File: config.mk
export PLATFORM = sky130hd
export DESIGN_NAME = chan_cfg_regs
export DESIGN_NICKNAME = d
export VERILOG_FILES = /design/src/logic/chan_cfg_pkg.sv /design/src/logic/chan_cfg_regs.sv /design/src/logic/field_reg.sv /design/src/logic/volume_map.sv
export SDC_FILE = /design/constraint.sdc
export NUM_CORES = 1
export LEC_CHECK = 0
export BUFFER_PORTS_ARGS = -buffer_cell sky130_fd_sc_hd__buf_2
export CORE_UTILIZATION = 42
export DETAILED_ROUTE_END_ITERATION = 8
export MAX_ROUTING_LAYER = met4
export PLACE_DENSITY_LB_ADDON = 0.05
export SLEW_MARGIN = 20
export SYNTH_ARGS = -nofsm -noshare
export SYNTH_HDL_FRONTEND = slang
export SYNTH_SLANG_ARGS = --single-unit
File: constraint.sdc
create_clock -name sys_clk -period 1.6 [get_ports sys_clk]
set_clock_uncertainty 0.1 [all_clocks]
set_input_delay 0.08 -clock sys_clk [delete_from_list [all_inputs] [get_ports sys_clk]]
set_output_delay 0.08 -clock sys_clk [all_outputs]
set_load 0.02 [all_outputs]
File: src/logic/chan_cfg_pkg.sv
// Behaviour
// volume code zero mutes channel output
// codes 1-255 half-dB steps, 201 unity
// volume resets to c9, unity gain
// gain trim 0.1 dB steps, 8 is 0 dB
// trim resets to 8, low nibble zero
// phase code delays by modulator cycles
// phase delay resets to zero
// bit 7 selects microphone or line
// source bits select diff, single, digital mic
// software frees shared pins for analog
// software routes shared pins for digital mic
// bit 4 coupling, ignored for digital mic
// bits 3-2 select input impedance
// bit 0 enables auto gain per global
// reserved bits read zero, ignore writes
package chan_cfg_pkg;
    // register indices; the byte address on the bus is the index times four
    localparam logic [7:0] idx_volume = 8'h3e;
    localparam logic [7:0] idx_gain_trim = 8'h3f;
    localparam logic [7:0] idx_phase_trim = 8'h40;
    localparam logic [7:0] idx_input_setup = 8'h41;
    localparam logic [7:0] idx_channel_gain = 8'h42;
    localparam logic [7:0] idx_global_agc = 8'h6c;
    localparam logic [7:0] rst_volume = 8'hc9;
    localparam logic [7:0] rst_gain_trim = 8'h80;
    localparam logic [7:0] rst_phase = 8'h00;
    localparam logic [7:0] rst_input = 8'h00;
    localparam logic [7:0] rst_ch_gain = 8'h00;
    localparam logic [7:0] rst_global = 8'h00;
    localparam logic [7:0] mask_gain_trim = 8'hf0;
    localparam logic [7:0] mask_input = 8'hfd;
    localparam logic [7:0] mask_ch_gain = 8'hfc;
    localparam logic [7:0] mask_global = 8'h08;
    localparam logic [7:0] vol_mute = 8'h00;
    localparam logic [7:0] vol_unity = 8'hc9;
    localparam logic [3:0] trim_unity = 4'h8;
    localparam logic [1:0] code_reserved = 2'h3;
    localparam int bit_kind = 7;
    localparam int bit_src_hi = 6;
    localparam int bit_src_lo = 5;
    localparam int bit_coupling = 4;
    localparam int bit_imp_hi = 3;
    localparam int bit_imp_lo = 2;
    localparam int bit_agc = 0;
    localparam int bit_global_agc = 3;
    localparam logic [31:0] unmapped_read = 32'h0000_0000;

    typedef enum logic [1:0] {
        src_analog_diff,
        src_analog_single,
        src_digital_mic,
        src_reserved
    } source_t;

    typedef enum logic [1:0] {
        imp_2k5,
        imp_10k,
        imp_20k,
        imp_reserved
    } impedance_t;

    // decoded settings handed to the signal path
    typedef struct packed {
        logic muted;
        logic [7:0] volume_code;
        logic [9:0] volume_halfdb_unity;
        logic [3:0] trim_code;
        logic [4:0] trim_tenth_db;
        logic [7:0] phase_delay;
        logic line_input;
        source_t source;
        logic dc_coupled;
        impedance_t impedance;
        logic agc_on;
    } chan_settings_t;
endpackage

File: src/logic/chan_cfg_regs.sv
// Register access over Avalon-MM was chosen for this implementation.
`timescale 1ns/1ps
module chan_cfg_regs (
    // clock and reset
    input wire logic sys_clk,
    input wire logic arst_n,
    // avalon-mm slave
    input wire logic [9:0] avs_address,
    input wire logic avs_read,
    input wire logic avs_write,
    input wire logic [31:0] avs_writedata,
    input wire logic [3:0] avs_byteenable,
    output logic [31:0] avs_readdata,
    output logic avs_waitrequest,
    output logic [1:0] avs_response,
    // settings to the signal path
    output chan_cfg_pkg::chan_settings_t ch1_settings_r,
    output chan_cfg_pkg::chan_settings_t ch2_settings_r,
    output logic [7:0] ch2_gain_field_r,
    output logic global_agc_mode_r
);
    logic [7:0] index;
    logic wr_ok;
    logic done_r;
    logic [7:0] vol_r;
    logic [7:0] trim_r;
    logic [7:0] phase_r;
    logic [7:0] input_r;
    logic [7:0] chgain_r;
    logic [7:0] glob_r;
    logic [7:0] rd_nxt;
    logic err_nxt;
    logic muted;
    logic [9:0] halfdb;
    logic [4:0] tenth;
    logic [1:0] src_bits;
    logic [1:0] imp_bits;
    logic [7:0] wdata;

    assign index = avs_address[9:2];
    assign wdata = avs_writedata[7:0];
    // write lands only on the accepting edge, low lane enabled
    assign wr_ok = avs_write && !done_r && avs_byteenable[0];
    assign src_bits = wdata[chan_cfg_pkg::bit_src_hi:chan_cfg_pkg::bit_src_lo];
    assign imp_bits = wdata[chan_cfg_pkg::bit_imp_hi:chan_cfg_pkg::bit_imp_lo];

    field_reg #(.rst_val(chan_cfg_pkg::rst_volume), .wmask(8'hff)) u_vol (
        .sys_clk(sys_clk), .arst_n(arst_n),
        .wr_en(wr_ok && index == chan_cfg_pkg::idx_volume),
        .wr_data(wdata), .value_r(vol_r)
    );
    field_reg #(.rst_val(chan_cfg_pkg::rst_gain_trim),
        .wmask(chan_cfg_pkg::mask_gain_trim)) u_trim (
        .sys_clk(sys_clk), .arst_n(arst_n),
        .wr_en(wr_ok && index == chan_cfg_pkg::idx_gain_trim),
        .wr_data(wdata), .value_r(trim_r)
    );
    field_reg #(.rst_val(chan_cfg_pkg::rst_phase), .wmask(8'hff)) u_phase (
        .sys_clk(sys_clk), .arst_n(arst_n),
        .wr_en(wr_ok && index == chan_cfg_pkg::idx_phase_trim),
        .wr_data(wdata), .value_r(phase_r)
    );
    // reserved source and impedance codes are refused, register kept
    field_reg #(.rst_val(chan_cfg_pkg::rst_input), .wmask(chan_cfg_pkg::mask_input)) u_in (
        .sys_clk(sys_clk), .arst_n(arst_n),
        .wr_en(wr_ok && index == chan_cfg_pkg::idx_input_setup
            && src_bits != chan_cfg_pkg::code_reserved
            && imp_bits != chan_cfg_pkg::code_reserved),
        .wr_data(wdata), .value_r(input_r)
    );
    field_reg #(.rst_val(chan_cfg_pkg::rst_ch_gain),
        .wmask(chan_cfg_pkg::mask_ch_gain)) u_chg (
        .sys_clk(sys_clk), .arst_n(arst_n),
        .wr_en(wr_ok && index == chan_cfg_pkg::idx_channel_gain),
        .wr_data(wdata), .value_r(chgain_r)
    );
    field_reg #(.rst_val(chan_cfg_pkg::rst_global), .wmask(chan_cfg_pkg::mask_global)) u_glb (
        .sys_clk(sys_clk), .arst_n(arst_n),
        .wr_en(wr_ok && index == chan_cfg_pkg::idx_global_agc),
        .wr_data(wdata), .value_r(glob_r)
    );

    volume_map u_map (
        .volume_code(vol_r),
        .trim_code(trim_r[7:4]),
        .muted(muted),
        .halfdb_rel_unity(halfdb),
        .trim_tenth_db(tenth)
    );

    // read mux; reserved bits are already zero in storage
    always_comb begin
        rd_nxt = 8'h00;
        err_nxt = 1'b0;
        unique case (index)
            chan_cfg_pkg::idx_volume: rd_nxt = vol_r;
            chan_cfg_pkg::idx_gain_trim: rd_nxt = trim_r;
            chan_cfg_pkg::idx_phase_trim: rd_nxt = phase_r;
            chan_cfg_pkg::idx_input_setup: rd_nxt = input_r;
            chan_cfg_pkg::idx_channel_gain: rd_nxt = chgain_r;
            chan_cfg_pkg::idx_global_agc: rd_nxt = glob_r;
            default: err_nxt = 1'b1;
        endcase
    end

    // one wait cycle per access, then a one-cycle answer
    always_ff @(posedge sys_clk or negedge arst_n) begin
        if (!arst_n) begin
            done_r <= 1'b0;
        end else begin
            done_r <= (avs_read || avs_write) && !done_r;
        end
    end

    // waitrequest idles high and drops only for the answer cycle
    always_ff @(posedge sys_clk or negedge arst_n) begin
        if (!arst_n) begin
            avs_waitrequest <= 1'b1;
        end else begin
            avs_waitrequest <= !((avs_read || avs_write) && !done_r);
        end
    end

    // read data and response captured for the answer cycle
    always_ff @(posedge sys_clk or negedge arst_n) begin
        if (!arst_n) begin
            avs_readdata <= chan_cfg_pkg::unmapped_read;
            avs_response <= 2'h0;
        end else if ((avs_read || avs_write) && !done_r) begin
            avs_readdata <= {24'h000000, rd_nxt};
            avs_response <= err_nxt ? 2'h3 : 2'h0; // decodeerror when unmapped
        end
    end

    // channel 1 decoded settings
    always_ff @(posedge sys_clk or negedge arst_n) begin
        if (!arst_n) begin
            ch1_settings_r <= '0;
        end else begin
            ch1_settings_r.muted <= muted;
            ch1_settings_r.volume_code <= vol_r;
            ch1_settings_r.volume_halfdb_unity <= halfdb;
            ch1_settings_r.trim_code <= trim_r[7:4];
            ch1_settings_r.trim_tenth_db <= tenth;
            ch1_settings_r.phase_delay <= phase_r;
            ch1_settings_r.line_input <= 1'b0;
            ch1_settings_r.source <= chan_cfg_pkg::src_analog_diff;
            ch1_settings_r.dc_coupled <= 1'b0;
            ch1_settings_r.impedance <= chan_cfg_pkg::imp_2k5;
            ch1_settings_r.agc_on <= 1'b0;
        end
    end

    // channel 2 input setup; coupling masked off for the digital mic
    always_ff @(posedge sys_clk or negedge arst_n) begin
        if (!arst_n) begin
            ch2_settings_r <= '0;
        end else begin
            ch2_settings_r.muted <= 1'b0;
            ch2_settings_r.volume_code <= chan_cfg_pkg::rst_volume;
            ch2_settings_r.volume_halfdb_unity <= 10'h000;
            ch2_settings_r.trim_code <= chan_cfg_pkg::trim_unity;
            ch2_settings_r.trim_tenth_db <= 5'h00;
            ch2_settings_r.phase_delay <= chan_cfg_pkg::rst_phase;
            ch2_settings_r.line_input <= input_r[chan_cfg_pkg::bit_kind];
            ch2_settings_r.source <= chan_cfg_pkg::source_t'(
                input_r[chan_cfg_pkg::bit_src_hi:chan_cfg_pkg::bit_src_lo]);
            ch2_settings_r.dc_coupled <= input_r[chan_cfg_pkg::bit_coupling]
                && input_r[chan_cfg_pkg::bit_src_hi:chan_cfg_pkg::bit_src_lo]
                != chan_cfg_pkg::src_digital_mic;
            ch2_settings_r.impedance <= chan_cfg_pkg::impedance_t'(
                input_r[chan_cfg_pkg::bit_imp_hi:chan_cfg_pkg::bit_imp_lo]);
            ch2_settings_r.agc_on <= input_r[chan_cfg_pkg::bit_agc];
        end
    end

    // raw gain field and global agc mode bit for the path
    always_ff @(posedge sys_clk or negedge arst_n) begin
        if (!arst_n) begin
            ch2_gain_field_r <= chan_cfg_pkg::rst_ch_gain;
            global_agc_mode_r <= 1'b0;
        end else begin
            ch2_gain_field_r <= chgain_r;
            global_agc_mode_r <= glob_r[chan_cfg_pkg::bit_global_agc];
        end
    end
endmodule

File: src/logic/field_reg.sv
`timescale 1ns/1ps
module field_reg #(
    parameter logic [7:0] rst_val = 8'h00,
    parameter logic [7:0] wmask = 8'hff
) (
    // clock and reset
    input wire logic sys_clk,
    input wire logic arst_n,
    // write port
    input wire logic wr_en,
    input wire logic [7:0] wr_data,
    // stored value, unwritable bits held at zero
    output logic [7:0] value_r
);
    // masked bits never load, so reserved bits stay zero
    always_ff @(posedge sys_clk or negedge arst_n) begin
        if (!arst_n) begin
            value_r <= rst_val;
        end else if (wr_en) begin
            value_r <= wr_data & wmask;
        end
    end
endmodule

File: src/logic/volume_map.sv
`timescale 1ns/1ps
module volume_map (
    // raw fields
    input wire logic [7:0] volume_code,
    input wire logic [3:0] trim_code,
    // decoded
    output logic muted,
    output logic [9:0] halfdb_rel_unity,
    output logic [4:0] trim_tenth_db
);
    // linear maps; signed results in two's complement
    always_comb begin
        muted = (volume_code == chan_cfg_pkg::vol_mute);
        halfdb_rel_unity = 10'({2'b00, volume_code} - {2'b00, chan_cfg_pkg::vol_unity});
        trim_tenth_db = 5'({1'b0, trim_code} - {1'b0, chan_cfg_pkg::trim_unity});
    end
endmodule

# ---- Word-level counts from Yosys, hierarchy flattened
# Index checks and enable logic that the tools add are counted.
dict set report totals {
  mem_bits_ro 0
  memories 0
  latch_bits 0
  in_bits 50
  ram_bits 0
  ff_bits 98
  word_cells 55
}
dict set report classes {
  order_cmp 0
  muxes 2
  n_mul 0
  n_addsub 2
  div_mod_pow 0
  eq_ne 9
  n_bitwise 0
  shifts 0
  n_reduce_logical 17
}
# operator n
set ops {}
lappend ops {{8-bit case mux with 6 select lines} 1}
lappend ops {{8-bit by 7-bit equality test with 1-bit output, second input constant} 4}
lappend ops {{8-bit by 6-bit equality test with 1-bit output, second input constant} 2}
lappend ops {{1-bit logical AND} 12}
lappend ops {{8-bit by 8-bit subtractor with 9-bit output, second input constant} 1}
lappend ops {{8-bit zero test} 1}
lappend ops {{2-bit inequality test, second input constant} 3}
lappend ops {{6-bit OR reduction} 1}
lappend ops {{4-bit by 4-bit subtractor with 5-bit output, second input constant} 1}
lappend ops {{1-bit zero test} 2}
lappend ops {{2-bit 2-to-1 mux} 1}
lappend ops {{1-bit logical OR} 1}

# ---- Depth between registers and ports, before layout
# Gate-level depths: netlist of the first run.
dict set report logic_depth {
  ltp_word 6
  depth_mapped 6
  ltp_nobuf 6
}

# ---- Hierarchy
# A second synthesis of the first run with hierarchy kept.
dict set report unflattened {
  cells_unflattened 348
  hier_area_um2 4524.3
}
# mod cells_per_inst instances area_each_um2
set modules_own_cells {}
lappend modules_own_cells {chan_cfg_regs 230 1 2800.2}
lappend modules_own_cells {{field_reg (u_vol)} 17 1 336.6}
lappend modules_own_cells {{field_reg (u_phase)} 17 1 331.6}
lappend modules_own_cells {{field_reg (u_in)} 17 1 302.8}
lappend modules_own_cells {{field_reg (u_chg)} 16 1 270.3}
lappend modules_own_cells {volume_map 28 1 206.4}
lappend modules_own_cells {{field_reg (u_trim)} 13 1 180.2}
lappend modules_own_cells {{field_reg (u_glb)} 10 1 96.3}

# ---- Worst setup path before layout of the first run
# OpenSTA, ideal clock, no wires.
dict set report synth_path {
  path_kind {in2reg}
  startpoint {input port avs_address[6]}
  endpoint {register u_in.value_r[0]}
  required_time_ns 1.375
  n_path_buf 1
  setup_ns 0.125
  arrival_time_ns 1.347
  slack_ns 0.028
  stages 5
  cell_sequence {or3b_1 buf_2 nor4_4 nand2_2 mux2_2}
}
dict set report synth_via {
  elab_chain_len 4
}
# element line
set synth_rtl {}
lappend synth_rtl {{start, declared} chan_cfg_regs.sv:8} ;# input wire logic [9:0] avs_address,
lappend synth_rtl {{8-bit by 7-bit equality test with 1-bit output} chan_cfg_regs.sv:66} ;# .wr_en(wr_ok && index == chan_cfg_pkg::idx_input_setup
lappend synth_rtl {{1-bit logical AND} chan_cfg_regs.sv:66}
lappend synth_rtl {{1-bit logical AND} chan_cfg_regs.sv:67} ;# && src_bits != chan_cfg_pkg::code_reserved
lappend synth_rtl {{1-bit logical AND} chan_cfg_regs.sv:68} ;# && imp_bits != chan_cfg_pkg::code_reserved),
lappend synth_rtl {{end signal, assigned} field_reg.sv:18} ;# value_r <= rst_val;
lappend synth_rtl {{end signal, assigned} field_reg.sv:20} ;# value_r <= wr_data & wmask;
lappend synth_rtl {{end, declared} field_reg.sv:13} ;# output logic [7:0] value_r
# Every way passes these cells.
# A chain may end at the register's enable or synchronous reset.

# ---- Worst setup path after layout of the first run
dict set report layout_path {
  startpoint {register done_r}
  endpoint {register u_vol.value_r[2]}
}
dict set report layout_via {
  elab_chain_len 4
}
# element line
set layout_rtl {}
lappend layout_rtl {{start, declared} chan_cfg_regs.sv:24} ;# logic done_r;
lappend layout_rtl {{start signal, assigned} chan_cfg_regs.sv:111} ;# done_r <= (avs_read || avs_write) && !done_r;
lappend layout_rtl {{1-bit zero test} chan_cfg_regs.sv:43} ;# assign wr_ok = avs_write && !done_r && avs_byteenable[0];
lappend layout_rtl {{1-bit logical AND (2 in series)} chan_cfg_regs.sv:43}
lappend layout_rtl {{1-bit logical AND} chan_cfg_regs.sv:49} ;# .wr_en(wr_ok && index == chan_cfg_pkg::idx_volume),
lappend layout_rtl {{end signal, assigned} field_reg.sv:18}
lappend layout_rtl {{end signal, assigned} field_reg.sv:20}
lappend layout_rtl {{end, declared} field_reg.sv:13}
# Every way passes these cells.

==> results.sh, run 1 <==
export IMPL_power_leakage_nw=2.53
export IMPL_hpwl_um=5500
export IMPL_maxSlewViolCount=0
export IMPL_synthTopCellsByArea="sky130_fd_sc_hd__dfrtp_1 54%, sky130_fd_sc_hd__buf_4 14%, sky130_fd_sc_hd__mux2_2 12%"
export IMPL_synth_distinct_cells=42
export IMPL_worstSetupEndpointType="flip-flop"
export IMPL_placeableCoreArea_um2=8890
export IMPL_grt_use_total_pct=16.7
export IMPL_reg2regPathDepth=5
export IMPL_failed_checks="negative setup slack"
export IMPL_timing_critical_path_arrival_ps=1750
export IMPL_numPortBuffers=86
export IMPL_yosys_area_share_xor_xnor_pct=1.11
export IMPL_antenna_violating_nets_post_route=0
export IMPL_syn_inst=311
export IMPL_die_width_um=98.9
export IMPL_grt_ovfl_total=0
export IMPL_finalCriticalPeriod_ps=1620
export IMPL_max_cap_viol_count=0
export IMPL_post_route_period_util_pct=101
export IMPL_path_depth=5
export IMPL_wire_length_of_the_first_global_routing_pass_um=12000
export IMPL_cp_cell_sequence="nand3b_1, buf_6, nor3_2, buf_6, mux2_2"
export IMPL_clkPwrFrac_pct=36.7
export IMPL_cp_required_ps=1730
export IMPL_worst_setup_path_type="flip-flop to flip-flop"
export IMPL_netsw_mw=1.27
export IMPL_drt_pass1_iterations=4
export IMPL_synth_edf_count=0
export IMPL_outcome="complete, but fails checks"
export IMPL_clock_root_buffer="sky130_fd_sc_hd__clkbuf_8"
export IMPL_clock_sink_count=91
export IMPL_peakVddDrop_mv=0.479
export IMPL_path_delay_family="flip-flops"
export IMPL_synth_avg_cell_area_um2=12.7
export IMPL_synth_adder_area_share_pct=0.635
export IMPL_vias_after_detailed_routing=2466
export IMPL_final_layout_size_suffix_gt1_share_pct=42.8
export IMPL_min_delay_path_depth=2
export IMPL_power_share_switching_pct=26.4
export IMPL_die_height_um=98.9
export IMPL_finalWeightedCongestion=0.796
export IMPL_post_place_ws_ps=-104
export IMPL_avgRoutedWirePerCell_um=14.1
export IMPL_synthSimpleGateAreaFrac_pct=7.58
export IMPL_post_drt_via_cell_ratio=4.58
export IMPL_max_freq_mhz=618
export IMPL_die_area_um2=9780
export IMPL_comb_power_share_pct=12.6
export IMPL_num_nets_final=477
export IMPL_synth_compound_area_share_pct=4.76
export IMPL_holdCritPathClass="primary input to flip-flop"
export IMPL_fin_ws_ps=-17.8
export IMPL_postRouteWirelength_um=7600
export IMPL_grt_setup_unrepaired="true"
export IMPL_timing_final_setup_violations=5
export IMPL_synth_sequential_area_ratio_pct=57.9
export IMPL_power_density_nw_per_um2=1010
export IMPL_drt_drc_violations_left=0
export IMPL_io_pins=180
export IMPL_crit_path_top_delay_cell="sky130_fd_sc_hd__dfrtp_1"
export IMPL_post_layout_total_power_mw=4.80
export IMPL_areaGrowthSynthToFinish_pct=19.9
export IMPL_layout_common_cells="85 x sky130_fd_sc_hd__dfrtp_1, 85 x sky130_fd_sc_hd__buf_2, 65 x sky130_fd_sc_hd__conb_1"
export IMPL_max_clock_path_buffers=2
export IMPL_timing_critical_path_mode_cell="sky130_fd_sc_hd__buf_6"
export IMPL_clkLatencyLatePin_ps=350
export IMPL_initial_utilization_pct=44.4
export IMPL_worstPathMaxFanout=8
export IMPL_cts_reportedPaths_clkPinSlew_ps=90
export IMPL_internal_power_mw=3.53
export IMPL_hold_violations=0
export IMPL_power_frac_seq_pct=50.7
export IMPL_num_antenna_cells=0
export IMPL_regToRegSetupSlack_ps=-20
export IMPL_cts_htree_levels=3
export IMPL_synthArstFlopShare_pct=100
export IMPL_netlist_top_cell_by_area="sky130_fd_sc_hd__dfrtp_1"
export IMPL_post_synthesis_cell_area_um2=3940
export IMPL_tritoncts_clock_tree="done"
export IMPL_critical_path_max_stage_delay_ps=380
export IMPL_startpoint_class="flip-flop"
export IMPL_yosysTopAreaCellShare_pct=53.9
export IMPL_rows=34
export IMPL_first_iter_violations=96
export IMPL_synth_top_flop_cell="sky130_fd_sc_hd__dfrtp_1"
export IMPL_post_synth_mux_area_share_pct=12.2
export IMPL_cp_bufs_invs=2
export IMPL_yosys_warning_count=0
export IMPL_number_of_global_route_vias_before_repair=2337
export IMPL_flip_flop_and_latch_count_after_synthesis=91
export IMPL_grt_antenna_before_repair=0
export IMPL_cts_inserted_buffers=9
export IMPL_pin_count_of_the_biggest_net_entering_global_routing=92
export IMPL_layout_filler_cells=799
export IMPL_combinational_family_with_the_most_area_after_synthesis="buffers and inverters"
[power by group through the flow]
| stage | registers (mW) | logic [mW] | clock network, mW |
|---|---|---|---|
| floorplan | 2.55 | 0.411 | 0 |
| global placement | 2.48 | 0.587 | 0 |
| detailed placement | 2.48 | 0.590 | 0 |
| CTS | 2.43 | 0.607 | 1.81 |
| global route | 2.44 | 0.657 | 1.91 |
| finish | 2.43 | 0.605 | 1.76 |
[per-layer routing]
| layer | wire (um) | track usage, % |
|---|---|---|
| met1 | 3520 | 22.4 |
| met2 | 3650 | 25.9 |
| met3 | 317 | 1.49 |
| met4 | 119 | 7.23 |
| met5 | 0 | - |
[state kept, by name, summed over array words and instances, names as in the netlist, 4 cells and up]
register / cells
avs_readdata: 8
ch1_settings_r: 31
ch2_gain_field_r: 6
ch2_settings_r: 8
u_chg.value_r: 6
u_in.value_r: 7
u_phase.value_r: 8
u_trim.value_r: 4
u_vol.value_r: 8
[worst paths after layout]
check | from | end
min in group asynchronous | arst_n | ch1_settings_r[11]$_DFF_PN0_
max reg2reg | done_r$_DFF_PN0_ | u_vol.value_r[2]$_DFFE_PN0P_
min | avs_writedata[6] | u_trim.value_r[6]$_DFFE_PN0P_
max in group asynchronous | arst_n | u_vol.value_r[0]$_DFFE_PN1P_
min reg2reg | u_phase.value_r[6]$_DFFE_PN0P_ | ch1_settings_r[13]$_DFF_PN0_
max | done_r$_DFF_PN0_ | u_vol.value_r[2]$_DFFE_PN0P_
[synth_stat cells, types with 2 or more instances]
master,count
sky130_fd_sc_hd__a21oi_1,9
sky130_fd_sc_hd__a221oi_1,6
sky130_fd_sc_hd__and3_1,2
sky130_fd_sc_hd__buf_2,2
sky130_fd_sc_hd__buf_4,74
sky130_fd_sc_hd__clkbuf_1,4
sky130_fd_sc_hd__conb_1,2
sky130_fd_sc_hd__dfrtp_1,85
sky130_fd_sc_hd__dfstp_2,6
sky130_fd_sc_hd__ha_1,2
sky130_fd_sc_hd__inv_1,8
sky130_fd_sc_hd__mux2_2,41
sky130_fd_sc_hd__mux2i_1,2
sky130_fd_sc_hd__nand2_1,11
sky130_fd_sc_hd__nand3_1,3
sky130_fd_sc_hd__nand3b_1,3
sky130_fd_sc_hd__nand4_1,2
sky130_fd_sc_hd__nor2_1,13
sky130_fd_sc_hd__nor3_1,3
sky130_fd_sc_hd__nor4_1,3
sky130_fd_sc_hd__o21ai_0,5
sky130_fd_sc_hd__o31ai_1,2
sky130_fd_sc_hd__xor2_1,4
[metrics by stage]
step                util (%)  hold slack [ps]  setup TNS [ps]  cells  instance area, um^2
finish                  53.2             12.9           -31.0    538                 4730
global route            53.2             6.08            -368    538                 4730
CTS                     52.9            0.829               0    537                 4710
detailed placement      49.3             66.0           -1630    513                 4380
global placement        49.3             64.5           -1070    513                 4380
floorplan                  -             -316               0    374                 4180
[cells by family after synthesis]
| logic type | Yosys count |
|---|---|
| xor gates and xnor gates | 5 |
| and+or+nand+nor | 51 |
| buffers and inverters | 89 |
| muxes | 43 |
| DFF | 91 |
| other | 2 |
| adders and majority gates | 2 |
| AOI/OAI and AO/OA | 28 |
[cell type report]
cell class	instances	area [um^2]	share of cell area, %
Sequential cell	91	2280	48.3
Tap cell	108	135	2.86
Timing Repair Buffer	120	741	15.7
Multi-Input combinational cell	194	1300	27.5
Clock buffer	11	151	3.20
Clock inverter	5	82.6	1.75
Inverter	9	33.8	0.714
[what timing repair did]
item,in CTS,in global routing
resized for setup,2,3
hold buffers,8,0
endpoints found under the setup margin,3,14
endpoints found under the hold margin,113,0
setup buffers,0,1
No activity file was read; power rests on OpenSTA's default activity.
==> run 2, diff against run 1 <==
TNS_END_PERCENT = 1   (was default)
==> run 2 against run 1 <==
  * The run still ends with negative setup slack left
  * Combinational power is essentially flat
  * Routed wire length shrank 0.34%
  * Setup slack got worse by 2.1 ps
  * Global-route usage stayed put
  * Utilization down 0.13 points
  * Critical path type unchanged
  * Largest cell class unchanged
  * Largest power group unchanged
  * Highest routed layer unchanged
==> results.sh, run 2 (synthesis results as in run 1) <==
export IMPL_clkLatencyLatePin_ps=350
export IMPL_clock_root_buffer="sky130_fd_sc_hd__clkbuf_8"
export IMPL_worstPathMaxFanout=8
export IMPL_startpoint_class="flip-flop"
export IMPL_areaGrowthSynthToFinish_pct=19.6
export IMPL_wl_met1_um=3550
export IMPL_cp_cell_sequence="nand3b_1, buf_6, nor3_2, buf_6, mux2_2"
export IMPL_clock_sink_count=91
export IMPL_path_delay_family="flip-flops"
export IMPL_post_layout_total_power_mw=4.79
export IMPL_timing_final_setup_violations=7
export IMPL_met3RoutedLength_um=263
export IMPL_placed_cell_area_um2=4380
export IMPL_initial_utilization_pct=44.4
export IMPL_grt_ovfl_total=0
export IMPL_cts_repair_timing_setup_buffer_count=0
export IMPL_peakVddDrop_mv=0.479
export IMPL_die_height_um=98.9
export IMPL_number_of_global_route_vias_before_repair=2337
export IMPL_dpl_cell_count=513
export IMPL_wire_length_of_the_first_global_routing_pass_um=12000
export IMPL_grt_antenna_before_repair=0
export IMPL_timing_critical_path_mode_cell="sky130_fd_sc_hd__buf_6"
export IMPL_cts_reportedPaths_clkPinSlew_ps=90
export IMPL_timing_critical_path_arrival_ps=1750
export IMPL_postRouteWirelength_um=7580
export IMPL_die_area_um2=9780
export IMPL_fin_ws_ps=-19.9
export IMPL_max_freq_mhz=617
export IMPL_worstSetupEndpointType="flip-flop"
export IMPL_max_clock_path_buffers=2
export IMPL_critical_path_max_stage_delay_ps=380
export IMPL_detailroute_wirelength_met2_um=3640
export IMPL_post_drt_via_cell_ratio=4.58
export IMPL_holdCritPathClass="primary input to flip-flop"
export IMPL_worst_setup_path_type="flip-flop to flip-flop"
export IMPL_numPortBuffers=86
export IMPL_power_density_nw_per_um2=1020
export IMPL_grt_use_total_pct=16.7
export IMPL_max_cap_viol_count=0
export IMPL_post_route_period_util_pct=101
export IMPL_final_layout_size_suffix_gt1_share_pct=42.7
export IMPL_drt_pass1_iterations=4
export IMPL_antenna_violating_nets_post_route=0
export IMPL_outcome="complete, but fails checks"
export IMPL_top_layer_used="met4"
export IMPL_final_cell_area_um2=4720
export IMPL_cp_bufs_invs=2
export IMPL_maxSlewViolCount=0
export IMPL_first_iter_violations=90
export IMPL_grt_setup_unrepaired="true"
export IMPL_finalWeightedCongestion=0.796
export IMPL_max_flop_register="ch1_settings_r"
export IMPL_post_place_ws_ps=-104
export IMPL_placeableCoreArea_um2=8890
export IMPL_rows=34
export IMPL_crit_path_top_delay_cell="sky130_fd_sc_hd__dfrtp_1"
export IMPL_power_leakage_nw=2.53
export IMPL_cp_required_ps=1730
export IMPL_pin_count_of_the_biggest_net_entering_global_routing=92
export IMPL_die_width_um=98.9
export IMPL_drt_drc_violations_left=0
export IMPL_io_pins=180
export IMPL_final_cell_count_no_fill=537
export IMPL_cts_inserted_buffers=9
export IMPL_layout_filler_cells=799
export IMPL_timing_setup_tns_ps=-56.5
export IMPL_finalCriticalPeriod_ps=1620
export IMPL_hpwl_um=5500
export IMPL_finalCoreUtilization_pct=53.1
export IMPL_avgRoutedWirePerCell_um=14.1
export IMPL_hold_violations=0
export IMPL_cts_htree_levels=3
export IMPL_num_antenna_cells=0
export IMPL_tritoncts_clock_tree="done"
export IMPL_failed_checks="negative setup slack"
export IMPL_num_nets_final=476
export IMPL_layout_common_cells="85 x sky130_fd_sc_hd__dfrtp_1, 85 x sky130_fd_sc_hd__buf_2, 65 x sky130_fd_sc_hd__conb_1"
export IMPL_largest_register_ff_count=31
export IMPL_hold_slack_ps=8.38
export IMPL_vias_after_detailed_routing=2457
run 2: cell types whose count changed in the layout (fill, tap and decap cells not counted), sizes merged:
cell / change
buf: -1
run 2: final timing paths:
path | from | end | slack [ps] | depth (start not counted)
max | done_r$_DFF_PN0_ | u_vol.value_r[2]$_DFFE_PN0P_ | -20 | 5
min | avs_writedata[6] | u_trim.value_r[6]$_DFFE_PN0P_ | 8 | 2
max reg2reg | done_r$_DFF_PN0_ | u_vol.value_r[2]$_DFFE_PN0P_ | -20 | 5
min reg2reg | u_phase.value_r[6]$_DFFE_PN0P_ | ch1_settings_r[13]$_DFF_PN0_ | 300 | 0
max in group asynchronous | arst_n | u_vol.value_r[0]$_DFFE_PN1P_ | 810 | 3
min in group asynchronous | arst_n | ch1_settings_r[11]$_DFF_PN0_ | 200 | 3
run 2: metal layers:
| metal | global-route usage [%] | up-vias |
|---|---|---|
| li1 | - | 1147 |
| met1 | 22.4 | 1204 |
| met5 | - | - |
| met2 | 25.9 | 93 |
| met3 | 1.49 | 13 |
| met4 | 7.23 | 0 |
run 2: what timing repair did:
item	4_1_cts	5_1_grt
hold endpoints to repair	113	0
gates resized for setup	2	2
hold buffers	8	0
setup endpoints to repair	3	14
run 2: power breakdown:
part	total, mW	internal, mW	switching [mW]
Sequential	2.43	2.39	0.0458
Clock	1.76	0.971	0.787
Combinational	0.605	0.175	0.430
Total	4.79	3.53	1.26
run 2: worst register-to-register path: cells and delay by family, from the launching register on:
family,cells,cell delay [ps]
flops,1,380
buf+inv,2,340
simple gates,2,350
mux,1,340
run 2: final cells by class:
cell class              count  area (um^2)  share of cell area [%]
flip-flops and latches     91         2280                    48.4
multi-input cells         194         1300                    27.5
repair buffers            119          733                    15.5
clock buffers              11          151                    3.21
well taps                 108          135                    2.86
clock inverters             5         82.6                    1.75
inverters                   9         33.8                   0.716
==> run 3, diff against run 2 <==
ABC_AREA = 1   (was default)
CORE_UTILIZATION = 43   (was 42)
==> run 3 against run 2 <==
  * Critical path depth rose by 1
  * Flip-flop and latch count did not move
  * Critical path type unchanged
  * Highest routed layer unchanged
  * The flow now finishes without violations
  * Via count rose by 16%
==> results.sh, run 3 <==
export IMPL_outcome="finished, final reports clean"
export IMPL_ys_top_cells_by_count="92 x sky130_fd_sc_hd__nand2_1, 85 x sky130_fd_sc_hd__dfrtp_1, 76 x sky130_fd_sc_hd__buf_4, 36 x sky130_fd_sc_hd__nand3_1, 34 x sky130_fd_sc_hd__inv_1"
export IMPL_flip_flop_and_latch_count_after_synthesis=91
export IMPL_placed_cell_area_um2=4510
export IMPL_dpl_cell_count=637
export IMPL_yosys_warning_count=0
export IMPL_synth_top_flop_cell="sky130_fd_sc_hd__dfrtp_1"
export IMPL_synthTopCellsByArea="sky130_fd_sc_hd__dfrtp_1 51%, sky130_fd_sc_hd__buf_4 14%, sky130_fd_sc_hd__nand2_1 8.3%"
export IMPL_cp_cell_sequence="inv_1, ha_1, a21oi_2, nor2_1, nand2_1, xor2_1"
export IMPL_syn_inst=427
export IMPL_first_iter_violations=112
export IMPL_tritoncts_clock_tree="done"
export IMPL_regArea_um2=2280
export IMPL_critical_path_max_stage_delay_ps=560
export IMPL_power_leakage_nw=2.65
export IMPL_area_of_the_multi_input_gates_um2=1370
export IMPL_max_freq_mhz=659
export IMPL_critPathLaunch="u_vol.value_r[0]$_DFFE_PN1P_"
export IMPL_synthMostInstantiatedCell="sky130_fd_sc_hd__nand2_1"
export IMPL_initial_utilization_pct=44.7
export IMPL_antenna_violating_nets_post_route=0
export IMPL_final_cell_area_um2=4810
export IMPL_startpoint_class="flip-flop"
export IMPL_synthArstFlopShare_pct=100
export IMPL_layout_cells_most_common="sky130_fd_sc_hd__nand2_1"
export IMPL_drt_drc_violations_left=0
export IMPL_final_cell_count_no_fill=662
export IMPL_pin_count_of_the_biggest_net_entering_global_routing=36
export IMPL_worst_setup_path_type="flip-flop to flip-flop"
export IMPL_num_nets_final=580
export IMPL_regToRegSetupSlack_ps=80
export IMPL_final_layout_size_suffix_gt1_share_pct=29.1
export IMPL_timing_final_setup_violations=0
export IMPL_hpwl_um=6570
export IMPL_vias_after_detailed_routing=2856
export IMPL_areaGrowthSynthToFinish_pct=15.4
export IMPL_worstSetupEndpointType="flip-flop"
export IMPL_die_width_um=100
export IMPL_path_depth=6
export IMPL_grt_use_total_pct=19.1
export IMPL_num_antenna_cells=0
export IMPL_postRouteWirelength_um=8680
export IMPL_yosysTopAreaCellShare_pct=51.0
export IMPL_post_drt_via_cell_ratio=4.31
export IMPL_die_height_um=100
export IMPL_layout_filler_cells=896
export IMPL_wire_length_of_the_first_global_routing_pass_um=13900
export IMPL_synth_avg_cell_area_um2=9.76
export IMPL_post_synthesis_cell_area_um2=4170
export IMPL_largest_register_ff_count=31
export IMPL_clock_sink_count=91
export IMPL_rr_endpoint="ch1_settings_r[30]$_DFF_PN0_"
export IMPL_power_density_nw_per_um2=934
export IMPL_maxSlewViolCount=0
export IMPL_crit_path_top_delay_cell="sky130_fd_sc_hd__dfstp_2"
export IMPL_drt_pass1_iterations=4
export IMPL_holdCritPathClass="primary input to flip-flop"
export IMPL_hold_violations=0
export IMPL_path_delay_family="flip-flops"
export IMPL_synth_distinct_cells=29
export IMPL_finalCriticalPeriod_ps=1520
export IMPL_rows=35
export IMPL_worstHoldStart="avs_address[7]"
export IMPL_grt_ovfl_total=0
export IMPL_layout_common_cells="92 x sky130_fd_sc_hd__nand2_1, 85 x sky130_fd_sc_hd__dfrtp_1, 85 x sky130_fd_sc_hd__buf_2"
export IMPL_avgRoutedWirePerCell_um=13.1
export IMPL_timing_critical_path_arrival_ps=1710
export IMPL_placeableCoreArea_um2=9330
export IMPL_fin_ws_ps=82.5
export IMPL_clkLatencyLatePin_ps=360
export IMPL_cts_htree_levels=3
export IMPL_io_pins=180
export IMPL_peakVddDrop_mv=0.372
export IMPL_synth_edf_count=0
export IMPL_timing_setup_tns_ps=0
export IMPL_finalCoreUtilization_pct=51.6
export IMPL_die_area_um2=10100
export IMPL_critPathCapture="ch1_settings_r[30]$_DFF_PN0_"
export IMPL_max_cap_viol_count=0
export IMPL_cp_bufs_invs=1
export IMPL_number_of_global_route_vias_before_repair=2660
export IMPL_grt_antenna_before_repair=0
export IMPL_cp_required_ps=1790
export IMPL_reg2regPathDepth=6
export IMPL_netlist_top_cell_by_area="sky130_fd_sc_hd__dfrtp_1"
export IMPL_cts_inserted_buffers=9
export IMPL_max_flop_register="ch1_settings_r"
export IMPL_cts_reportedPaths_clkPinSlew_ps=90
export IMPL_crit_reg2reg_launch="u_vol.value_r[0]$_DFFE_PN1P_"
export IMPL_post_route_period_util_pct=94.8
export IMPL_synth_sequential_area_ratio_pct=54.8
export IMPL_clock_root_buffer="sky130_fd_sc_hd__clkbuf_8"
export IMPL_finalWeightedCongestion=0.851
export IMPL_numPortBuffers=86
export IMPL_max_clock_path_buffers=2
export IMPL_worstPathMaxFanout=3
export IMPL_post_place_ws_ps=50.1
run 3: power by group:
group	leakage (nW)	switching [mW]	total, mW	internal, mW
Combinational	1.40	0.399	0.531	0.132
Sequential	1.15	0.0325	2.40	2.36
Clock	0.0957	0.796	1.57	0.770
run 3: kinds of logic (layout without fill, tap and decap cells):
logic type	Yosys count	in the layout	share of synthesized area (%)
DFF	91	91	54.8
buffers and inverters	120	163	18.2
and+or+nand+nor	166	166	19.0
other	2	65	0.180
AOI/OAI and AO/OA	40	40	5.94
xor gates and xnor gates	6	6	1.26
adders and majority gates	2	2	0.600
run 3: worst min-delay path by stage:
stage	cells after the start	to
3_3_place_gp	1	ch1_settings_r[15]$_DFF_PN0_
4_1_cts	5	u_glb.value_r[3]$_DFFE_PN0P_
6_report	5	u_glb.value_r[3]$_DFFE_PN0P_
2_1_floorplan	0	avs_readdata[0]$_DFFE_PN0P_
3_5_place_dp	1	ch1_settings_r[15]$_DFF_PN0_
5_1_grt	3	avs_waitrequest$_DFF_PN1_
run 3: cell type report:
class | count | area share [%]
clock buffer | 11 | 2.94
sequential | 91 | 47.5
inverter | 39 | 3.04
timing repair buffer | 108 | 13.4
tap | 129 | 3.36
multi-input combinational | 279 | 28.5
clock inverter | 5 | 1.30
run 3: timing repair:
item / 4_1_cts / 5_1_grt
gates resized for setup: 0 / 2
buffers inserted: 0 / 0
endpoints found under the hold margin: 104 / 0
endpoints found under the setup margin: 0 / 8
hold buffers: 9 / 0
run 3: tightest hold or removal path: cells and delay by family:
kind	cells	cell delay, ps
compound gates	1	50
buf+inv	1	120
simple gates	3	210
run 3: per-stage QoR:
stage	hold WS (ps)	power [mW]
after CTS	28.9	4.56
after detailed placement	-38.7	2.96
after global placement	-39.8	2.95
after floorplan	-316	2.90
final	40.5	4.49
after global routing	63.2	4.70
run 3: per-layer routing:
layer	wire length [um]	part of all wire, %	GRT usage [%]
met4	225	2.6	8.81
met2	3920	45	27.8
met1	4080	47	26.3
met5	0	0	-
met3	456	5.3	2.91
